**src/logic/wit_pkg.sv**
```systemverilog
/*
  Constants for the low-speed guard: register offsets, field positions,
  reset values, key codes, interval terminals and power-mode codes.
  Assumes a 32-bit AXI4-Lite slave with byte addresses in the low 8 bits.
*/
package wit_pkg;

  localparam int CNT_W = 15;
  localparam int ADDR_W = 8;

  // register byte offsets
  localparam logic [7:0] OFS_CONTROL = 8'h00;
  localparam logic [7:0] OFS_FLAG = 8'h04;
  localparam logic [7:0] OFS_IRQEN = 8'h08;
  localparam logic [7:0] OFS_STATUS = 8'h0c;

  // guard_control fields
  localparam int CTL_CLR_HI = 7;
  localparam int CTL_CLR_LO = 4;
  localparam int CTL_EN = 3;
  localparam int CTL_MODE = 2;
  localparam int CTL_INT_HI = 1;
  localparam int CTL_INT_LO = 0;

  // single-bit fields of flag, irq enable and status registers
  localparam int FLAG_BIT = 0;
  localparam int IRQEN_BIT = 0;
  localparam int ST_COUNTING = 0;
  localparam int ST_ARMED = 1;
  localparam int ST_PENDING = 2;

  localparam logic [3:0] CLR_RESET = 4'h0;
  localparam logic [1:0] INT_RESET = 2'h0;
  localparam logic [3:0] KEY_FIRST = 4'ha;
  localparam logic [3:0] KEY_SECOND = 4'h5;
  localparam logic MODE_WATCHDOG = 1'b0;
  localparam logic MODE_TIMER = 1'b1;

  // interval select codes and period counts
  localparam logic [1:0] SEL_32768 = 2'h0;
  localparam logic [1:0] SEL_8192 = 2'h1;
  localparam logic [1:0] SEL_512 = 2'h2;
  localparam logic [1:0] SEL_64 = 2'h3;
  localparam int PER_32768 = 32768;
  localparam int PER_8192 = 8192;
  localparam int PER_512 = 512;
  localparam int PER_64 = 64;
  localparam logic [CNT_W-1:0] TERM_32768 = CNT_W'(PER_32768 - 1);
  localparam logic [CNT_W-1:0] TERM_8192 = CNT_W'(PER_8192 - 1);
  localparam logic [CNT_W-1:0] TERM_512 = CNT_W'(PER_512 - 1);
  localparam logic [CNT_W-1:0] TERM_64 = CNT_W'(PER_64 - 1);
  localparam logic [CNT_W-1:0] CNT_ZERO = 15'h0000;

  // power mode codes on the powerMode input
  localparam logic [2:0] PM_ACTIVE = 3'h0;
  localparam logic [2:0] PM_ZERO = 3'h1;
  localparam logic [2:0] PM_ONE = 3'h2;
  localparam logic [2:0] PM_TWO = 3'h3;
  localparam logic [2:0] PM_THREE = 3'h4;

  localparam logic [1:0] RESP_OKAY = 2'h0;
  localparam logic [1:0] RESP_SLVERR = 2'h2;

endpackage

```
**src/logic/wit_guard.sv**
```systemverilog
/*
  Low-speed guard: watchdog or interval timer on a 15-bit counter that
  advances on rising edges of the low-speed oscillator, with an AXI4-Lite
  register slave. Assumes lowSpeedClk is a free-running slow square wave,
  far slower than clock, and powerMode is driven by the power manager.
*/
// Operation
// - 15-bit counter advances on low-speed oscillator edges; software cannot access it.
// - entering power_mode_two or power_mode_three forces the counter to zero.
// - after reset the counter is disabled and idle in both modes.
// - mode bit 0 gives watchdog; counting starts when enable is written 1.
// - in running watchdog mode, writing enable 0 is ignored.
// - timeout is 64, 512, 8192 or 32768 low-speed periods by interval_select.
// - select 00 is 32768, 01 is 8192, 10 is 512, 11 is 64.
// - watchdog timeout asserts the system reset output.
// - key 1010 then 0101 within half a slow period zeroes the counter.
// - a timeout tick between the two keys disarms the first key; the reset is still requested.
// - running watchdog ignores mode writes but accepts interval_select changes.
// - watchdog mode never raises an interrupt request.
// - mode bit 1 gives interval timer, started by writing enable 1.
// - timer expiry sets guard_irq_flag; interrupt requested only when guard_irq_enable is 1.
// - in timer mode writing 1 to clear_key_field bit 0 zeroes the counter.
// - in timer mode enable 0 stops counting; enable 1 restarts from zero.
// - timer mode never asserts the system reset.
// - active mode and power_mode_zero keep counting and reset on timeout.
// - power_mode_one counts without reset; expiry then resets on return to active.
// - power_mode_two/three stop and zero counter, keep configuration, restart afterward.
// - with enable 0, clear_key_field writes leave the counter alone.
module wit_guard (
  input  wire logic                       clock,
  input  wire logic                       rst,
  input  wire logic                       lowSpeedClk,
  input  wire logic [2:0]                 powerMode,
  input  wire logic [wit_pkg::ADDR_W-1:0] s_axi_awaddr,
  input  wire logic [2:0]                 s_axi_awprot,
  input  wire logic                       s_axi_awvalid,
  output logic                            s_axi_awready,
  input  wire logic [31:0]                s_axi_wdata,
  input  wire logic [3:0]                 s_axi_wstrb,
  input  wire logic                       s_axi_wvalid,
  output logic                            s_axi_wready,
  output logic [1:0]                      s_axi_bresp,
  output logic                            s_axi_bvalid,
  input  wire logic                       s_axi_bready,
  input  wire logic [wit_pkg::ADDR_W-1:0] s_axi_araddr,
  input  wire logic [2:0]                 s_axi_arprot,
  input  wire logic                       s_axi_arvalid,
  output logic                            s_axi_arready,
  output logic [31:0]                     s_axi_rdata,
  output logic [1:0]                      s_axi_rresp,
  output logic                            s_axi_rvalid,
  input  wire logic                       s_axi_rready,
  output logic                            sysResetReq,
  output logic                            guardIrqReq
);

  // slow clock synchronizer and edge detection
  logic                       lsSync1_q;
  logic                       lsSync2_q;
  logic                       lsSync3_q;
  logic                       slowTick;
  logic                       slowToggle;

  // guard_control and companion registers
  logic [3:0]                 clrKey_q;
  logic                       enable_q;
  logic                       mode_q;
  logic [1:0]                 intSel_q;
  logic                       irqFlag_q;
  logic                       irqEnable_q;
  logic                       armed_q;
  logic                       pending_q;
  logic                       resetReq_q;
  logic                       irqOut_q;
  logic [wit_pkg::CNT_W-1:0]  count_q;

  logic                       enable_d;
  logic                       mode_d;
  logic                       armed_d;
  logic                       pending_d;
  logic                       irqFlag_d;
  logic                       irqEnable_d;
  logic [wit_pkg::CNT_W-1:0]  count_d;

  // bus slave state
  logic                       awReady_q;
  logic                       wReady_q;
  logic                       awHeld_q;
  logic                       wHeld_q;
  logic [wit_pkg::ADDR_W-1:0] awAddr_q;
  logic [31:0]                wData_q;
  logic [3:0]                 wStrb_q;
  logic                       bValid_q;
  logic [1:0]                 bResp_q;
  logic                       arReady_q;
  logic                       rValid_q;
  logic [31:0]                rData_q;
  logic [1:0]                 rResp_q;

  logic                       awTake;
  logic                       wTake;
  logic                       arTake;
  logic                       bDone;
  logic                       rDone;
  logic                       wrFire;
  logic                       awHeldNext;
  logic                       wHeldNext;
  logic                       wrMapped;
  logic                       rdMapped;
  logic                       lane0;
  logic [7:0]                 wByte;
  logic                       wrCtl;
  logic                       wrFlag;
  logic                       wrIrqEn;
  logic [31:0]                rdWord;

  // decoded control write
  logic [3:0]                 newClr;
  logic                       newEn;
  logic                       newMode;
  logic                       ctlLocked;
  logic                       isWatchdog;
  logic                       startZero;
  logic                       clrActive;
  logic                       keyFirst;
  logic                       keySecond;
  logic                       timerClr;

  // counting and power mode
  logic                       pmRun;
  logic                       pmHold;
  logic                       pmResetOk;
  logic                       counting;
  logic                       cntZero;
  logic [wit_pkg::CNT_W-1:0]  termSel;
  logic                       atTerm;
  logic                       expire;
  logic                       wdExpire;
  logic                       tmExpire;
  logic                       resetNow;
  logic                       flagClr;

  // ---------------- slow clock crossing ----------------
  always_ff @(posedge clock) begin
    lsSync1_q <= lowSpeedClk;
    lsSync2_q <= lsSync1_q;
    lsSync3_q <= lsSync2_q;
  end

  assign slowTick = lsSync2_q & ~lsSync3_q;
  assign slowToggle = lsSync2_q ^ lsSync3_q;

  // ---------------- bus handshakes ----------------
  assign awTake = s_axi_awvalid & awReady_q;
  assign wTake = s_axi_wvalid & wReady_q;
  assign arTake = s_axi_arvalid & arReady_q;
  assign bDone = bValid_q & s_axi_bready;
  assign rDone = rValid_q & s_axi_rready;
  assign wrFire = awHeld_q & wHeld_q & ~bValid_q;
  assign awHeldNext = wrFire ? 1'b0 : (awTake | awHeld_q);
  assign wHeldNext = wrFire ? 1'b0 : (wTake | wHeld_q);

  assign wrMapped = (awAddr_q == wit_pkg::OFS_CONTROL) |
                    (awAddr_q == wit_pkg::OFS_FLAG) |
                    (awAddr_q == wit_pkg::OFS_IRQEN) |
                    (awAddr_q == wit_pkg::OFS_STATUS);
  assign rdMapped = (s_axi_araddr == wit_pkg::OFS_CONTROL) |
                    (s_axi_araddr == wit_pkg::OFS_FLAG) |
                    (s_axi_araddr == wit_pkg::OFS_IRQEN) |
                    (s_axi_araddr == wit_pkg::OFS_STATUS);
  assign lane0 = wrFire & wStrb_q[0];
  assign wByte = wData_q[7:0];
  assign wrCtl = lane0 & (awAddr_q == wit_pkg::OFS_CONTROL);
  assign wrFlag = lane0 & (awAddr_q == wit_pkg::OFS_FLAG);
  assign wrIrqEn = lane0 & (awAddr_q == wit_pkg::OFS_IRQEN);

  always_ff @(posedge clock) begin
    if (rst) begin
      awReady_q <= 1'b0;
      wReady_q <= 1'b0;
      awHeld_q <= 1'b0;
      wHeld_q <= 1'b0;
      bValid_q <= 1'b0;
      bResp_q <= wit_pkg::RESP_OKAY;
    end else begin
      awReady_q <= ~awHeldNext;
      wReady_q <= ~wHeldNext;
      awHeld_q <= awHeldNext;
      wHeld_q <= wHeldNext;
      if (wrFire) begin
        bValid_q <= 1'b1;
        bResp_q <= wrMapped ? wit_pkg::RESP_OKAY : wit_pkg::RESP_SLVERR;
      end else if (bDone) begin
        bValid_q <= 1'b0;
      end
    end
  end

  always_ff @(posedge clock) begin
    if (rst) begin
      awAddr_q <= '0;
      wData_q <= '0;
      wStrb_q <= '0;
    end else begin
      if (awTake) begin
        awAddr_q <= s_axi_awaddr;
      end
      if (wTake) begin
        wData_q <= s_axi_wdata;
        wStrb_q <= s_axi_wstrb;
      end
    end
  end

  // read data: the counter itself is never visible
  always_comb begin
    rdWord = '0;
    case (s_axi_araddr)
      wit_pkg::OFS_CONTROL: begin
        rdWord[wit_pkg::CTL_CLR_HI:wit_pkg::CTL_CLR_LO] = clrKey_q;
        rdWord[wit_pkg::CTL_EN] = enable_q;
        rdWord[wit_pkg::CTL_MODE] = mode_q;
        rdWord[wit_pkg::CTL_INT_HI:wit_pkg::CTL_INT_LO] = intSel_q;
      end
      wit_pkg::OFS_FLAG: begin
        rdWord[wit_pkg::FLAG_BIT] = irqFlag_q;
      end
      wit_pkg::OFS_IRQEN: begin
        rdWord[wit_pkg::IRQEN_BIT] = irqEnable_q;
      end
      wit_pkg::OFS_STATUS: begin
        rdWord[wit_pkg::ST_COUNTING] = counting;
        rdWord[wit_pkg::ST_ARMED] = armed_q;
        rdWord[wit_pkg::ST_PENDING] = pending_q;
      end
      default: begin
        rdWord = '0;
      end
    endcase
  end

  always_ff @(posedge clock) begin
    if (rst) begin
      arReady_q <= 1'b0;
      rValid_q <= 1'b0;
      rData_q <= '0;
      rResp_q <= wit_pkg::RESP_OKAY;
    end else if (arTake) begin
      arReady_q <= 1'b0;
      rValid_q <= 1'b1;
      rData_q <= rdWord;
      rResp_q <= rdMapped ? wit_pkg::RESP_OKAY : wit_pkg::RESP_SLVERR;
    end else if (rDone) begin
      arReady_q <= 1'b1;
      rValid_q <= 1'b0;
    end else begin
      arReady_q <= ~rValid_q;
    end
  end

  // ---------------- control write decode ----------------
  assign newClr = wByte[wit_pkg::CTL_CLR_HI:wit_pkg::CTL_CLR_LO];
  assign newEn = wByte[wit_pkg::CTL_EN];
  assign newMode = wByte[wit_pkg::CTL_MODE];
  assign isWatchdog = (mode_q == wit_pkg::MODE_WATCHDOG);
  assign ctlLocked = enable_q & isWatchdog;

  assign mode_d = (wrCtl & ~ctlLocked) ? newMode : mode_q;
  assign enable_d = ~wrCtl ? enable_q :
                    ctlLocked ? 1'b1 :
                    newEn;
  // start or timer restart zeroes the count; a locked watchdog is not restarted
  assign startZero = wrCtl & newEn & ~ctlLocked;

  assign clrActive = wrCtl & enable_q;
  assign keyFirst = clrActive & isWatchdog & (newClr == wit_pkg::KEY_FIRST);
  assign keySecond = clrActive & isWatchdog & armed_q &
                     (newClr == wit_pkg::KEY_SECOND);
  assign timerClr = clrActive & ~isWatchdog & newClr[0];

  // first key stays armed until another control write or the next slow edge, i.e. half a slow period
  assign armed_d = keyFirst ? 1'b1 :
                   (clrActive & isWatchdog) ? 1'b0 :
                   (slowToggle | ~enable_q) ? 1'b0 :
                   armed_q;

  // ---------------- counter and timeout ----------------
  assign pmRun = (powerMode == wit_pkg::PM_ACTIVE) |
                 (powerMode == wit_pkg::PM_ZERO) |
                 (powerMode == wit_pkg::PM_ONE);
  assign pmHold = (powerMode == wit_pkg::PM_TWO) |
                  (powerMode == wit_pkg::PM_THREE);
  assign pmResetOk = (powerMode == wit_pkg::PM_ACTIVE) |
                     (powerMode == wit_pkg::PM_ZERO);

  assign counting = enable_q & pmRun;
  assign cntZero = pmHold | startZero | keySecond | timerClr;

  assign termSel = (intSel_q == wit_pkg::SEL_32768) ? wit_pkg::TERM_32768 :
                   (intSel_q == wit_pkg::SEL_8192) ? wit_pkg::TERM_8192 :
                   (intSel_q == wit_pkg::SEL_512) ? wit_pkg::TERM_512 :
                   wit_pkg::TERM_64;
  assign atTerm = (count_q == termSel);
  assign expire = counting & slowTick & atTerm & ~cntZero;
  assign wdExpire = expire & isWatchdog;
  assign tmExpire = expire & ~isWatchdog;

  assign count_d = cntZero ? wit_pkg::CNT_ZERO :
                   ~(counting & slowTick) ? count_q :
                   atTerm ? wit_pkg::CNT_ZERO :
                   count_q + 1'b1;

  // expiry in power_mode_one waits for a mode that may reset the chip
  assign pending_d = (pmHold | keySecond | ~enable_q) ? 1'b0 :
                     (wdExpire & (powerMode == wit_pkg::PM_ONE)) ? 1'b1 :
                     pending_q;
  assign resetNow = isWatchdog & pmResetOk &
                    (wdExpire | (pending_q & enable_q));

  // a timer expiry in the same cycle as a software clear keeps the flag
  assign flagClr = wrFlag & wByte[wit_pkg::FLAG_BIT];
  assign irqFlag_d = tmExpire | (irqFlag_q & ~flagClr);
  assign irqEnable_d = wrIrqEn ? wByte[wit_pkg::IRQEN_BIT] : irqEnable_q;

  always_ff @(posedge clock) begin
    if (rst) begin
      clrKey_q <= wit_pkg::CLR_RESET;
      enable_q <= 1'b0;
      mode_q <= wit_pkg::MODE_WATCHDOG;
      intSel_q <= wit_pkg::INT_RESET;
    end else begin
      if (wrCtl) begin
        clrKey_q <= newClr;
        intSel_q <= wByte[wit_pkg::CTL_INT_HI:wit_pkg::CTL_INT_LO];
      end
      enable_q <= enable_d;
      mode_q <= mode_d;
    end
  end

  always_ff @(posedge clock) begin
    if (rst) begin
      count_q <= wit_pkg::CNT_ZERO;
      armed_q <= 1'b0;
      pending_q <= 1'b0;
      irqFlag_q <= 1'b0;
      irqEnable_q <= 1'b0;
    end else begin
      count_q <= count_d;
      armed_q <= armed_d;
      pending_q <= pending_d;
      irqFlag_q <= irqFlag_d;
      irqEnable_q <= irqEnable_d;
    end
  end

  // reset request holds until the system reset comes back to this block
  always_ff @(posedge clock) begin
    if (rst) begin
      resetReq_q <= 1'b0;
      irqOut_q <= 1'b0;
    end else begin
      resetReq_q <= resetReq_q | resetNow;
      irqOut_q <= irqFlag_d & irqEnable_d;
    end
  end

  assign s_axi_awready = awReady_q;
  assign s_axi_wready = wReady_q;
  assign s_axi_bvalid = bValid_q;
  assign s_axi_bresp = bResp_q;
  assign s_axi_arready = arReady_q;
  assign s_axi_rvalid = rValid_q;
  assign s_axi_rdata = rData_q;
  assign s_axi_rresp = rResp_q;
  assign sysResetReq = resetReq_q;
  assign guardIrqReq = irqOut_q;

endmodule // wit_guard

```
**config.mk**
```make
export PLATFORM = sky130hd
export DESIGN_NAME = wit_guard
export DESIGN_NICKNAME = d
export VERILOG_FILES = /design/src/logic/wit_pkg.sv /design/src/logic/wit_guard.sv
export SDC_FILE = /design/constraint.sdc
export NUM_CORES = 1
export LEC_CHECK = 0
export CORE_ASPECT_RATIO = 1.25
export CORE_MARGIN = 4
export CORE_UTILIZATION = 46
export CTS_CLUSTER_SIZE = 10
export DETAILED_ROUTE_END_ITERATION = 6
export DONT_BUFFER_PORTS = 1
export GPL_ROUTABILITY_DRIVEN = 0
export HOLD_SLACK_MARGIN = 0.1
export PLACE_DENSITY_LB_ADDON = 0.2
export SLEW_MARGIN = 20
export SYNTH_ARGS = -nofsm -noshare
export SYNTH_HDL_FRONTEND = slang
export SYNTH_SLANG_ARGS = --single-unit
```
**constraint.sdc**
```tcl
create_clock -name clock -period 1.81 [get_ports clock]
set_input_delay 0.2715 -clock clock [delete_from_list [all_inputs] [get_ports clock]]
set_output_delay 0.2715 -clock clock [all_outputs]
set_load 0.01 [all_outputs]
```
==> flow_summary.json <==
{
  "r2r-end": "guardIrqReq",
  "routedWlPerCell_um": 14.3,
  "cp-startpoint": "count_q[9]",
  "first_iter_violations": 148,
  "grt_overflow": 0,
  "route.met2.wl_um": 3650,
  "grt_pass1_wl_um": 11500,
  "die_h_um": 98.3,
  "die_width_um": 80.3,
  "slew_violations": 0,
  "crit_path_end": "guardIrqReq",
  "rsz0062_at_grt": "yes",
  "ant_nets": 0,
  "synth_cell_types": 50,
  "violations": "negative setup slack",
  "grt_pass1_vias": 2526,
  "power.density_mw_per_mm2": 778,
  "synth_top_family_by_area": "simple AND/OR/NAND/NOR gates",
  "fin_crit_ns": 1.95,
  "regToRegSetupSlack_ns": -0.14,
  "fin_crit_sh_pct": 108,
  "viasPerCell": 5.21,
  "synth_mux_area_share_pct": 1.08,
  "path_clk_slew_ns": 0.07,
  "drv_cap": 0,
  "status": "finished with violations",
  "slowest_delay_ns": 0.51,
  "path_max_fanout": 4,
  "dr.pass1.iters": 6,
  "place.port_buffers": 0,
  "required_ns": 2.07,
  "ys_ff_latch": 66,
  "cts_buffer_depth": 2,
  "cts_root_buf": "clkbuf_8",
  "postSynthAreaPerCell_um2": 8.46,
  "async_flop_share_pct": 0,
  "core_mm2": 0.00625,
  "pin_count": 112,
  "cts_max_level": 3,
  "vdd_drop_max_mv": 0.569,
  "hold_viol_final": 0,
  "yosys.area_share.simple_pct": 27.0,
  "hold_class": "in2reg",
  "synthCells": 355,
  "n_antenna_cell": 0,
  "routedLengthMet1_um": 2970,
  "critical_path_class": "reg2reg",
  "yosysWarningCount": 0,
  "dp_slack_ns": -0.135,
  "top_layer_used": "met4",
  "arrival_ns": 2.21,
  "synth_area_mm2": 0.00300,
  "fmax_mhz": 513,
  "power_leakage_nw": 1.43,
  "rr_worst_depth": 5,
  "cp-end-kind": "flop",
  "setup-violations-final": 5,
  "fp-row-count": 32,
  "grt_start_max_net_pins": 41,
  "setup_ws_ns": -0.141,
  "cts_num_sinks": 66,
  "worst_setup_path_start_kind": "flop",
  "cts_tree": "yes",
  "nets": 483,
  "grt_usage_pct": 18.5,
  "totalPowerFinal_mw": 2.95,
  "synth_xor_area_share_pct": 3.79,
  "synth_compound_area_share_pct": 13.9,
  "synthFlopType": "dfxtp_1",
  "routed_wl_um": 7190,
  "synth_edf_count": 0,
  "dp_hpwl_um": 4880,
  "antenna_found_initial": 0,
  "wl_met3_um": 377,
  "drive_gt1_share_pct": 20.7,
  "drc_errors": 0,
  "initial_utilization_pct": 48.1,
  "clk_latency_ns": 0.34,
  "worstReg2RegStart": "count_q[9]",
  "numCtsBuffers": 9,
  "hp-start": "rst",
  "fin_skew_ns": 0.00903,
  "crit_slowest_cell": "or4b_4",
  "synth_fa_ha_area_share_pct": 0.834,
  "die_area_mm2": 0.00789,
  "hold_ws_ns": 0.129,
  "area_growth_syn_to_layout_pct": 26.2,
  "seq_area_frac_synth_pct": 44.0,
  "n_fill_cell": 577,
  "vias": 2608,
  "worstPathCellList": "o41ai_2, nand4_1, a311o_1, or4b_4, a211oi_2"
}
worst min path at each step:
stage                endpoint  slack (ns)  cells after the start
floorplan           lsSync1_q        0.30                      0
global placement    lsSync1_q        0.30                      0
detailed placement  lsSync1_q        0.30                      0
CTS                   armed_q        0.10                      2
global route          armed_q        0.11                      2
finish                armed_q        0.13                      2
logic make-up after synthesis:
group	count (synthesis)
and+or+nand+nor	160
AOI/OAI and AO/OA	68
DFF	66
buffers and inverters	43
xor gates and xnor gates	13
adders and majority gates	2
muxes	2
other	1
critical path, delay by kind of cell (launching register included):
| family | cells | cell delay (ns) |
|---|---|---|
| simple gates | 2 | 0.66 |
| compound gates | 3 | 0.87 |
| flops | 1 | 0.34 |
Yosys cell counts, drive strengths merged (4+ instances only):
| master | count | area share, % |
|---|---|---|
| nor4 | 7 | 1.7 |
| and3 | 6 | 1.3 |
| xnor2 | 6 | 1.8 |
| xor2 | 7 | 2.0 |
| nor2 | 21 | 2.6 |
| nand3 | 7 | 1.3 |
| nand2b | 4 | 0.83 |
| nand2 | 62 | 7.8 |
| a22o | 5 | 1.5 |
| buf | 31 | 7.8 |
| inv | 4 | 0.50 |
| a21oi | 43 | 7.2 |
| clkbuf | 8 | 1.0 |
| nor3 | 19 | 3.2 |
| o21ai | 6 | 1.0 |
| nand4 | 8 | 1.7 |
| nor2b | 4 | 0.83 |
| and2 | 6 | 1.3 |
| dfxtp | 66 | 44 |
| o211ai | 4 | 1.0 |
cell type report:
type	count	area [um^2]	area share (%)
multi-input cells	271	1590	42.1
clock buffers	10	138	3.63
inverters	4	15.0	0.396
flip-flops and latches	66	1330	35.1
clock inverters	5	55.1	1.45
well taps	85	106	2.81
repair buffers	60	552	14.6
per-stage QoR:
step	cell area (um^2)	utilization [%]	setup TNS, ns	std cells
after detailed placement	3230	51.8	-0.341	463
after global placement	3230	51.8	-0.141	463
after CTS	3660	58.5	-0.172	498
after floorplan	3100	-	-0.00575	380
final	3790	60.6	-0.202	501
after global routing	3790	60.6	-1.03	501
sequential cells by signal (all words and copies together), names as in the netlist, 2 cells and up:
signal       count
intSel_q         2
clrKey_q         4
wData_q          8
s_axi_rdata      8
count_q         15
awAddr_q         8
metal layers:
layer	track usage (%)	up-vias
met5	0	-
met2	30.7	82
met3	6.00	14
met1	22.1	1205
met4	6.50	0
li1	-	1307
power by group:
| group | switching [mW] | internal (mW) | leakage (nW) |
|---|---|---|---|
| Combinational | 0.118 | 0.0962 | 0.800 |
| Sequential | 0.0323 | 1.49 | 0.539 |
| Clock | 0.553 | 0.661 | 0.0941 |
what timing repair did:
| action | CTS | global route |
|---|---|---|
| gates cloned | 0 | 2 |
| setup endpoints to repair | 20 | 21 |
| setup buffers | 0 | 1 |
| hold buffers | 20 | 0 |
| pin swaps | 0 | 3 |
| hold endpoints to repair | 41 | 0 |
| gates resized for setup | 4 | 25 |
cells in the final DEF (no fill, tap or decap), types with 8 or more instances in the layout:
cell type      count
a21oi_1           41
buf_4             35
clkbuf_8          10
conb_1            26
dfxtp_1           60
dlygate4sd3_1     19
nand2_1           61
nand4_1            8
nor2_1            21
nor3_1            13
Note: power is estimated with default switching activity, not from simulation.
